### src/inc/vhm_pkg.sv
package vhm_pkg;

    // Instruction group handled by the datapath
    typedef enum logic [3:0] {
        VHM_OP_EU_SAT_SUB = 4'b0000,
        VHM_OP_GSF_ADD    = 4'b0001,
        VHM_OP_GSF_SUB    = 4'b0010,
        VHM_OP_GSI_ADD    = 4'b0011,
        VHM_OP_GSI_SUB    = 4'b0100,
        VHM_OP_GUI_ADD    = 4'b0101,
        VHM_OP_GUI_SUB    = 4'b0110,
        VHM_OP_OSF_MUL    = 4'b0111,
        VHM_OP_OSF_ADDW   = 4'b1000
    } vhm_op_t;

    typedef struct packed {
        vhm_op_t op;
        logic acc_sel;
        logic [63:0] source_one_gpr;
        logic [63:0] source_two_gpr;
    } vhm_issue_t;

    // Vector status flags, low excess in bit 0
    typedef struct packed {
        logic high_lane_sticky_excess;
        logic low_lane_sticky_excess;
        logic high_lane_excess_flag;
        logic low_lane_excess_flag;
    } vhm_flags_t;

    localparam int VHM_ADDR_W = 8;
    localparam int VHM_FLAGS_W = 4;
    localparam int VHM_IRQ_W = 3;

    // Register byte offsets
    localparam logic [VHM_ADDR_W-1:0] VHM_OFS_STATUS = 8'h00;
    localparam logic [VHM_ADDR_W-1:0] VHM_OFS_ACC_HI = 8'h04;
    localparam logic [VHM_ADDR_W-1:0] VHM_OFS_ACC_LO = 8'h08;
    localparam logic [VHM_ADDR_W-1:0] VHM_OFS_IRQ_STATUS = 8'h0C;
    localparam logic [VHM_ADDR_W-1:0] VHM_OFS_IRQ_MASK = 8'h10;
    localparam logic [VHM_ADDR_W-1:0] VHM_OFS_OP_COUNT = 8'h14;

    // Interrupt event bit positions
    localparam int VHM_IRQ_LOW_UNDER = 0;
    localparam int VHM_IRQ_HIGH_UNDER = 1;
    localparam int VHM_IRQ_DONE = 2;

    // Reset values
    localparam logic [63:0] VHM_ACC_RESET = 64'h0000_0000_0000_0000;
    localparam logic [VHM_FLAGS_W-1:0] VHM_FLAGS_RESET = 4'h0;
    localparam logic [VHM_IRQ_W-1:0] VHM_IRQ_RESET = 3'h0;
    localparam logic [31:0] VHM_COUNT_RESET = 32'h0000_0000;

    // AXI responses
    localparam logic [1:0] VHM_RESP_OKAY = 2'b00;
    localparam logic [1:0] VHM_RESP_SLVERR = 2'b10;

endpackage

### src/hw/vhm_mac.sv
`timescale 1ns/100ps
// Summary of operation
// - Even unsigned sat multiply-subtract writes acc word minus lane product to target and acc.
// - A lane borrow there sets its excess flag and its sticky flag.
// - Guarded fractional forms take the low odd half-words (48:63) as signed fractions.
// - Guarded signed integer forms multiply those half-words as signed into 32 bits.
// - Guarded unsigned forms multiply those half-words as unsigned into 32 bits.
// - Guarded signed add adds the sign-extended product to the 64-bit acc.
// - Guarded signed subtract takes the sign-extended product from the acc.
// - Guarded unsigned add adds the zero-extended product to the acc.
// - Guarded unsigned subtract takes the zero-extended product from the acc.
// - Guarded sums wrap modulo 2^64 and leave the excess flags alone.
// - Odd fractional multiply puts the 16:31 product high and the 48:63 one low.
// - With accumulate-select set that result is also copied to the acc, else acc stays.
// - Odd fractional multiply-add adds each 32-bit product to its acc word.
// - Even elements are bits 0:15 for the high lane and 32:47 for the low.
// - Saturating forms write each lane flag and OR it into its sticky flag.
module vhm_mac
    import vhm_pkg::*;
(
    // Clock and reset
    input wire logic aclk,
    input wire logic aresetn,
    // Instruction issue from the pipeline
    input wire logic issue_valid,
    input wire vhm_issue_t issue,
    // Result back to the register file
    output logic result_valid,
    output logic [63:0] result_data,
    output logic [63:0] running_sum_register,
    output vhm_flags_t vector_status_control_reg,
    // AXI4-Lite slave
    input wire logic [VHM_ADDR_W-1:0] s_axi_awaddr,
    input wire logic s_axi_awvalid,
    output logic s_axi_awready,
    input wire logic [31:0] s_axi_wdata,
    input wire logic [3:0] s_axi_wstrb,
    input wire logic s_axi_wvalid,
    output logic s_axi_wready,
    output logic [1:0] s_axi_bresp,
    output logic s_axi_bvalid,
    input wire logic s_axi_bready,
    input wire logic [VHM_ADDR_W-1:0] s_axi_araddr,
    input wire logic s_axi_arvalid,
    output logic s_axi_arready,
    output logic [31:0] s_axi_rdata,
    output logic [1:0] s_axi_rresp,
    output logic s_axi_rvalid,
    input wire logic s_axi_rready,
    // Interrupt
    output logic irq
);

    ////////////////////////////////////////////////////////////////////////////////
    // Arithmetic helpers
    // Doubled signed product; -1 x -1 wraps
    function automatic logic [31:0] frac_mul(input logic [15:0] a, input logic [15:0] b);
        logic signed [31:0] p;
        p = $signed(a) * $signed(b);
        return {p[30:0], 1'b0};
    endfunction
    function automatic logic [31:0] sint_mul(input logic [15:0] a, input logic [15:0] b);
        return $signed(a) * $signed(b);
    endfunction
    function automatic logic [31:0] uint_mul(input logic [15:0] a, input logic [15:0] b);
        return a * b;
    endfunction
    function automatic logic [31:0] strb_merge(input logic [31:0] old, input logic [31:0] wd,
                                               input logic [3:0] st);
        logic [31:0] r;
        r = old;
        for (int i = 0; i < 4; i++) begin
            if (st[i]) begin
                r[8*i +: 8] = wd[8*i +: 8];
            end
        end
        return r;
    endfunction

    ////////////////////////////////////////////////////////////////////////////////
    // Operand lanes, big-endian bit numbering: element 0 is the top half-word
    logic [15:0] a_even_hi, a_even_lo, a_odd_hi, a_odd_lo;
    logic [15:0] b_even_hi, b_even_lo, b_odd_hi, b_odd_lo;

    assign a_even_hi = issue.source_one_gpr[63:48];
    assign a_odd_hi = issue.source_one_gpr[47:32];
    assign a_even_lo = issue.source_one_gpr[31:16];
    assign a_odd_lo = issue.source_one_gpr[15:0];
    assign b_even_hi = issue.source_two_gpr[63:48];
    assign b_odd_hi = issue.source_two_gpr[47:32];
    assign b_even_lo = issue.source_two_gpr[31:16];
    assign b_odd_lo = issue.source_two_gpr[15:0];

    ////////////////////////////////////////////////////////////////////////////////
    // State
    logic [63:0] acc_reg, acc_next;
    logic [63:0] result_reg, result_next;
    logic result_valid_reg, result_valid_next;
    vhm_flags_t flags_reg, flags_next;
    logic [VHM_IRQ_W-1:0] irq_status_reg, irq_status_next;
    logic [VHM_IRQ_W-1:0] irq_mask_reg, irq_mask_next;
    logic [31:0] count_reg, count_next;

    logic aw_have_reg, aw_have_next;
    logic w_have_reg, w_have_next;
    logic [VHM_ADDR_W-1:0] aw_addr_reg, aw_addr_next;
    logic [31:0] w_data_reg, w_data_next;
    logic [3:0] w_strb_reg, w_strb_next;
    logic bvalid_reg, bvalid_next;
    logic [1:0] bresp_reg, bresp_next;
    logic rvalid_reg, rvalid_next;
    logic [31:0] rdata_reg, rdata_next;
    logic [1:0] rresp_reg, rresp_next;

    ////////////////////////////////////////////////////////////////////////////////
    // Datapath result for the issued instruction
    logic [63:0] dp_result;
    logic dp_acc_wr, dp_sat, dp_ovh, dp_ovl;

    always_comb begin
        logic [32:0] diff_h, diff_l;
        logic [31:0] prod;
        logic [63:0] ext;
        diff_h = '0;
        diff_l = '0;
        prod = '0;
        ext = '0;
        dp_result = '0;
        dp_acc_wr = 1'b1;
        dp_sat = 1'b0;
        dp_ovh = 1'b0;
        dp_ovl = 1'b0;
        unique case (issue.op)
            VHM_OP_EU_SAT_SUB: begin
                // Extra top bit holds the borrow
                diff_h = {1'b0, acc_reg[63:32]} - {1'b0, uint_mul(a_even_hi, b_even_hi)};
                diff_l = {1'b0, acc_reg[31:0]} - {1'b0, uint_mul(a_even_lo, b_even_lo)};
                dp_sat = 1'b1;
                dp_ovh = diff_h[32];
                dp_ovl = diff_l[32];
                dp_result[63:32] = dp_ovh ? 32'h0000_0000 : diff_h[31:0];
                dp_result[31:0] = dp_ovl ? 32'h0000_0000 : diff_l[31:0];
            end
            VHM_OP_GSF_ADD, VHM_OP_GSF_SUB: begin
                prod = frac_mul(a_odd_lo, b_odd_lo);
                ext = {{32{prod[31]}}, prod};
                // Modulo 64-bit arithmetic, no flag update
                dp_result = (issue.op == VHM_OP_GSF_ADD) ? acc_reg + ext
                                                         : acc_reg - ext;
            end
            VHM_OP_GSI_ADD, VHM_OP_GSI_SUB: begin
                prod = sint_mul(a_odd_lo, b_odd_lo);
                ext = {{32{prod[31]}}, prod};
                dp_result = (issue.op == VHM_OP_GSI_ADD) ? acc_reg + ext
                                                         : acc_reg - ext;
            end
            VHM_OP_GUI_ADD, VHM_OP_GUI_SUB: begin
                prod = uint_mul(a_odd_lo, b_odd_lo);
                ext = {32'h0000_0000, prod};
                dp_result = (issue.op == VHM_OP_GUI_ADD) ? acc_reg + ext
                                                         : acc_reg - ext;
            end
            VHM_OP_OSF_MUL: begin
                dp_result = {frac_mul(a_odd_hi, b_odd_hi), frac_mul(a_odd_lo, b_odd_lo)};
                dp_acc_wr = issue.acc_sel;
            end
            VHM_OP_OSF_ADDW: begin
                dp_result[63:32] = acc_reg[63:32] + frac_mul(a_odd_hi, b_odd_hi);
                dp_result[31:0] = acc_reg[31:0] + frac_mul(a_odd_lo, b_odd_lo);
            end
            default: dp_acc_wr = 1'b0; // Undefined code leaves the accumulator alone
        endcase
    end

    ////////////////////////////////////////////////////////////////////////////////
    // Bus handshakes
    logic wr_fire, rd_fire;

    assign s_axi_awready = !aw_have_reg && !bvalid_reg;
    assign s_axi_wready = !w_have_reg && !bvalid_reg;
    assign s_axi_arready = !rvalid_reg;
    assign wr_fire = aw_have_reg && w_have_reg && !bvalid_reg;
    assign rd_fire = s_axi_arvalid && s_axi_arready;

    ////////////////////////////////////////////////////////////////////////////////
    // Next state: register file, datapath commit, bus
    always_comb begin
        acc_next = acc_reg;
        result_next = result_reg;
        result_valid_next = issue_valid;
        flags_next = flags_reg;
        irq_status_next = irq_status_reg;
        irq_mask_next = irq_mask_reg;
        count_next = count_reg;
        aw_have_next = aw_have_reg;
        w_have_next = w_have_reg;
        aw_addr_next = aw_addr_reg;
        w_data_next = w_data_reg;
        w_strb_next = w_strb_reg;
        bvalid_next = bvalid_reg;
        bresp_next = bresp_reg;
        rvalid_next = rvalid_reg;
        rdata_next = rdata_reg;
        rresp_next = rresp_reg;

        if (s_axi_awvalid && s_axi_awready) begin
            aw_have_next = 1'b1;
            aw_addr_next = s_axi_awaddr;
        end
        if (s_axi_wvalid && s_axi_wready) begin
            w_have_next = 1'b1;
            w_data_next = s_axi_wdata;
            w_strb_next = s_axi_wstrb;
        end

        // Software write first; hardware updates below take precedence
        if (wr_fire) begin
            aw_have_next = 1'b0;
            w_have_next = 1'b0;
            bvalid_next = 1'b1;
            bresp_next = VHM_RESP_OKAY;
            unique case (aw_addr_reg)
                VHM_OFS_STATUS:
                    flags_next = VHM_FLAGS_W'(strb_merge({28'h000_0000, flags_reg}, w_data_reg,
                                                         w_strb_reg));
                VHM_OFS_ACC_HI:
                    acc_next[63:32] = strb_merge(acc_reg[63:32], w_data_reg, w_strb_reg);
                VHM_OFS_ACC_LO:
                    acc_next[31:0] = strb_merge(acc_reg[31:0], w_data_reg, w_strb_reg);
                VHM_OFS_IRQ_STATUS:
                    irq_status_next = irq_status_reg
                        & ~(w_data_reg[VHM_IRQ_W-1:0] & {VHM_IRQ_W{w_strb_reg[0]}});
                VHM_OFS_IRQ_MASK:
                    irq_mask_next = VHM_IRQ_W'(strb_merge({29'h0000_0000, irq_mask_reg},
                                                          w_data_reg, w_strb_reg));
                VHM_OFS_OP_COUNT: ; // Read-only: the write is dropped but answered OKAY
                default: bresp_next = VHM_RESP_SLVERR;
            endcase
        end else if (bvalid_reg && s_axi_bready) begin
            bvalid_next = 1'b0;
        end

        if (rd_fire) begin
            rvalid_next = 1'b1;
            rresp_next = VHM_RESP_OKAY;
            unique case (s_axi_araddr)
                VHM_OFS_STATUS: rdata_next = {28'h000_0000, flags_reg};
                VHM_OFS_ACC_HI: rdata_next = acc_reg[63:32];
                VHM_OFS_ACC_LO: rdata_next = acc_reg[31:0];
                VHM_OFS_IRQ_STATUS: rdata_next = {29'h0000_0000, irq_status_reg};
                VHM_OFS_IRQ_MASK: rdata_next = {29'h0000_0000, irq_mask_reg};
                VHM_OFS_OP_COUNT: rdata_next = count_reg;
                default: begin
                    rdata_next = 32'h0000_0000;
                    rresp_next = VHM_RESP_SLVERR;
                end
            endcase
        end else if (rvalid_reg && s_axi_rready) begin
            rvalid_next = 1'b0;
        end

        // Instruction commit wins over a same-cycle software write
        if (issue_valid) begin
            result_next = dp_result;
            count_next = count_reg + 32'h0000_0001;
            irq_status_next[VHM_IRQ_DONE] = 1'b1;
            if (dp_acc_wr) begin
                acc_next = dp_result;
            end
            if (dp_sat) begin
                flags_next.high_lane_excess_flag = dp_ovh;
                flags_next.low_lane_excess_flag = dp_ovl;
                flags_next.high_lane_sticky_excess |= dp_ovh;
                flags_next.low_lane_sticky_excess |= dp_ovl;
                irq_status_next[VHM_IRQ_HIGH_UNDER] |= dp_ovh;
                irq_status_next[VHM_IRQ_LOW_UNDER] |= dp_ovl;
            end
        end
    end

    always_ff @(posedge aclk) begin
        if (!aresetn) begin
            acc_reg <= VHM_ACC_RESET;
            result_reg <= VHM_ACC_RESET;
            result_valid_reg <= 1'b0;
            flags_reg <= VHM_FLAGS_RESET;
            irq_status_reg <= VHM_IRQ_RESET;
            irq_mask_reg <= VHM_IRQ_RESET;
            count_reg <= VHM_COUNT_RESET;
            aw_have_reg <= 1'b0;
            w_have_reg <= 1'b0;
            aw_addr_reg <= '0;
            w_data_reg <= '0;
            w_strb_reg <= '0;
            bvalid_reg <= 1'b0;
            bresp_reg <= VHM_RESP_OKAY;
            rvalid_reg <= 1'b0;
            rdata_reg <= '0;
            rresp_reg <= VHM_RESP_OKAY;
        end else begin
            acc_reg <= acc_next;
            result_reg <= result_next;
            result_valid_reg <= result_valid_next;
            flags_reg <= flags_next;
            irq_status_reg <= irq_status_next;
            irq_mask_reg <= irq_mask_next;
            count_reg <= count_next;
            aw_have_reg <= aw_have_next;
            w_have_reg <= w_have_next;
            aw_addr_reg <= aw_addr_next;
            w_data_reg <= w_data_next;
            w_strb_reg <= w_strb_next;
            bvalid_reg <= bvalid_next;
            bresp_reg <= bresp_next;
            rvalid_reg <= rvalid_next;
            rdata_reg <= rdata_next;
            rresp_reg <= rresp_next;
        end
    end

    ////////////////////////////////////////////////////////////////////////////////
    // Outputs
    assign result_valid = result_valid_reg;
    assign result_data = result_reg;
    assign running_sum_register = acc_reg;
    assign vector_status_control_reg = flags_reg;
    assign s_axi_bvalid = bvalid_reg;
    assign s_axi_bresp = bresp_reg;
    assign s_axi_rvalid = rvalid_reg;
    assign s_axi_rdata = rdata_reg;
    assign s_axi_rresp = rresp_reg;
    assign irq = |(irq_status_reg & irq_mask_reg);

endmodule

### config.mk
export PLATFORM = sky130hd
export DESIGN_NAME = vhm_mac
export DESIGN_NICKNAME = d
export VERILOG_FILES = /design/src/inc/vhm_pkg.sv /design/src/hw/vhm_mac.sv
export SDC_FILE = /design/constraint.sdc
export NUM_CORES = 2
export LEC_CHECK = 0
export BUFFER_PORTS_ARGS = -buffer_cell sky130_fd_sc_hd__buf_2
export CORE_MARGIN = 8
export CORE_UTILIZATION = 36
export DETAILED_ROUTE_END_ITERATION = 10
export SYNTH_ARGS = -nofsm -noshare
export SYNTH_HDL_FRONTEND = slang
export SYNTH_SLANG_ARGS = --single-unit
### constraint.sdc
create_clock -name aclk -period 19.2 [get_ports aclk]
set_input_delay 1.92 -clock aclk [delete_from_list [all_inputs] [get_ports aclk]]
set_output_delay 1.92 -clock aclk [all_outputs]
set_load 0.02 [all_outputs]
==> results.json <==
{
  "run_status": "completed",
  "core_area_um2": 188000,
  "synth_ff_type": "dfxtp_1",
  "initial_utilization_pct": 36.3,
  "grt_pass1_wl_um": 386000,
  "hpwl_um": 215000,
  "synth_edf_count": 0,
  "rows": 159,
  "yosysSeqAreaShare_pct": 7.43,
  "cts-resized-gates": 0,
  "worstPathRequired_ps": 19620,
  "max_cap_viol_count": 0,
  "relSlewSlack_pct": 15.3,
  "clockBufferDepth": 3,
  "critical-path-slowest-cell": "a2111oi_0",
  "finalCritPeriodShare_pct": 71.2,
  "async_flop_share_pct": 0,
  "cts.sinks": 253,
  "start_kind": "input pin",
  "syn_area_per_cell_um2": 8.24,
  "syn_to_final_growth_pct": 8.15,
  "arrival_ps": 14090,
  "die_w_um": 451,
  "die_h_um": 451,
  "crit_path_end_kind": "register",
  "first_iter_violations": 5326,
  "ys_ff_latch": 253,
  "num_vias": 60100,
  "mostFrequentLayoutCells": "inv_1, fa_1, nand2_1, ha_1, a21oi_1",
  "postCtsSetupBuffers": 0,
  "hold_violations": 0,
  "yosysWarnings": 0,
  "skew_ps": 27.7,
  "finalSetupViolations": 0,
  "hold_path.class": "reg2reg",
  "path_clk_slew_ps": 60,
  "final_nets": 10300,
  "holdBufCountCts": 0,
  "fmax_mhz": 73.2,
  "period_needed_ps": 13660,
  "drc_errors": 0,
  "wl_per_cell_um": 23.4,
  "cts_made_buffers": 37,
  "gp_congestion": 0.978,
  "synthCells": 8272,
  "cp_max_fo": 17,
  "r2r_slack_ps": 11890,
  "port_buffers": 365,
  "worstSetupPathType": "in2reg",
  "antenna_found_initial": 12,
  "viasPerCell": 5.50,
  "cts_root_buf": "clkbuf_16",
  "rsz0062_at_grt": "no",
  "drive_gt1_share_pct": 7.43,
  "htreeDepth": 2,
  "wl_um": 256000,
  "cts_tree": "done",
  "die_area_um2": 204000,
  "grt_max_degree": 91,
  "io_pins": 368,
  "syn_area_um2": 68200,
  "final_common_cell": "inv_1",
  "insertion_delay_ps": 610,
  "slew_viol_final": 0,
  "setup_tns_ps": 0,
  "cp_slowest_stage_delay_ps": 1060,
  "grt_util_all_layers_pct": 24.5,
  "drt_pass1_iterations": 8,
  "grt-ovfl-total": 0,
  "grt_pass1_vias": 61100,
  "synth_cell_types": 99,
  "ant_nets": 0,
  "crit_top_cell": "fa_1",
  "worstMarginPinSlew_ps": 1270
}
## routing by layer
metal / part of all wire, % / vias to the layer above / routed length (um) / GRT usage [%]
met2: 44 / 2362 / 112000 / 38.5
li1: - / 27300 / - / -
met1: 43 / 29900 / 111000 / 33.3
met4: 5.9 / 6 / 15100 / 11.3
met3: 7.0 / 476 / 17900 / 3.71
met5: 0.012 / - / 30 / 0
## worst paths after layout
check | from | end | cells past startpoint
setup / recovery | issue[79] | running_sum_register[55]$_SDFF_PN0_ | 34
hold reg to reg | aw_addr_reg[6]$_SDFFE_PN0P_ | aw_addr_reg[6]$_SDFFE_PN0P_ | 2
hold / removal | aw_addr_reg[6]$_SDFFE_PN0P_ | aw_addr_reg[6]$_SDFFE_PN0P_ | 2
setup reg to reg | running_sum_register[2]$_SDFF_PN0_ | result_data[28]$_SDFFE_PN0P_ | 21
## worst max-delay path: cells and delay by family
kind	cells	cell delay, ps
buffers and inverters	4	540
AND/OR/NAND/NOR	7	1610
adder cells (fa/ha/maj)	8	4270
XOR/XNOR	2	750
AO/OA/AOI/OAI	13	4980
## through the flow
stage | setup slack [ps] | hold WS [ps] | instances | cell area [um^2] | util, %
6_report | 5540 | 452 | 10900 | 73700 | 39.2
5_1_grt | 4730 | 475 | 10900 | 73700 | 39.2
4_1_cts | 5900 | 452 | 10900 | 73700 | 39.2
3_3_place_gp | 5490 | 440 | 10900 | 72400 | 38.5
3_5_place_dp | 5300 | 444 | 10900 | 72400 | 38.5
2_1_floorplan | 7610 | 431 | 8273 | 68200 | -
## synthesized netlist by cell type (79+ instances only)
cell | n | area [um^2]
clkbuf_1 | 338 | 1270
and2_1 | 495 | 3100
nand4_1 | 82 | 513
fa_1 | 1082 | 21700
o21ai_0 | 364 | 1820
xor2_1 | 186 | 1630
a211oi_1 | 84 | 631
nor3_1 | 86 | 430
inv_1 | 1332 | 5000
nand2_1 | 937 | 3520
nor2_1 | 398 | 1490
a21o_1 | 150 | 1130
ha_1 | 641 | 8020
xnor2_1 | 235 | 2060
nand3_1 | 79 | 395
a21oi_1 | 579 | 2900
dfxtp_1 | 253 | 5060
## cells by family (layout without fill, tap and decap cells)
group | after synthesis | count (layout) | synth area share, %
simple gates | 2369 | 2369 | 16.9
xor+xnor | 423 | 423 | 5.47
other cells | 1 | 9 | 0.00550
flops | 253 | 253 | 7.43
mux | 81 | 81 | 1.34
buf+inv | 1692 | 1842 | 9.35
fa+ha+maj | 1723 | 1723 | 43.5
compound gates | 1730 | 1730 | 16.0
## cell type report
| type | instances | area (um^2) |
|---|---|---|
| diodes | 7 | 17.5 |
| clock inverters | 17 | 216 |
| repair buffers | 440 | 2390 |
| fillers | 19300 | 114000 |
| flip-flops and latches | 253 | 5060 |
| inverters | 1335 | 5020 |
| well taps | 2495 | 3120 |
| multi-input cells | 6328 | 56800 |
| clock buffers | 50 | 1070 |
Power is not shown: default switching activity piles up to over one toggle a cycle in this logic, so the estimate is an artifact.
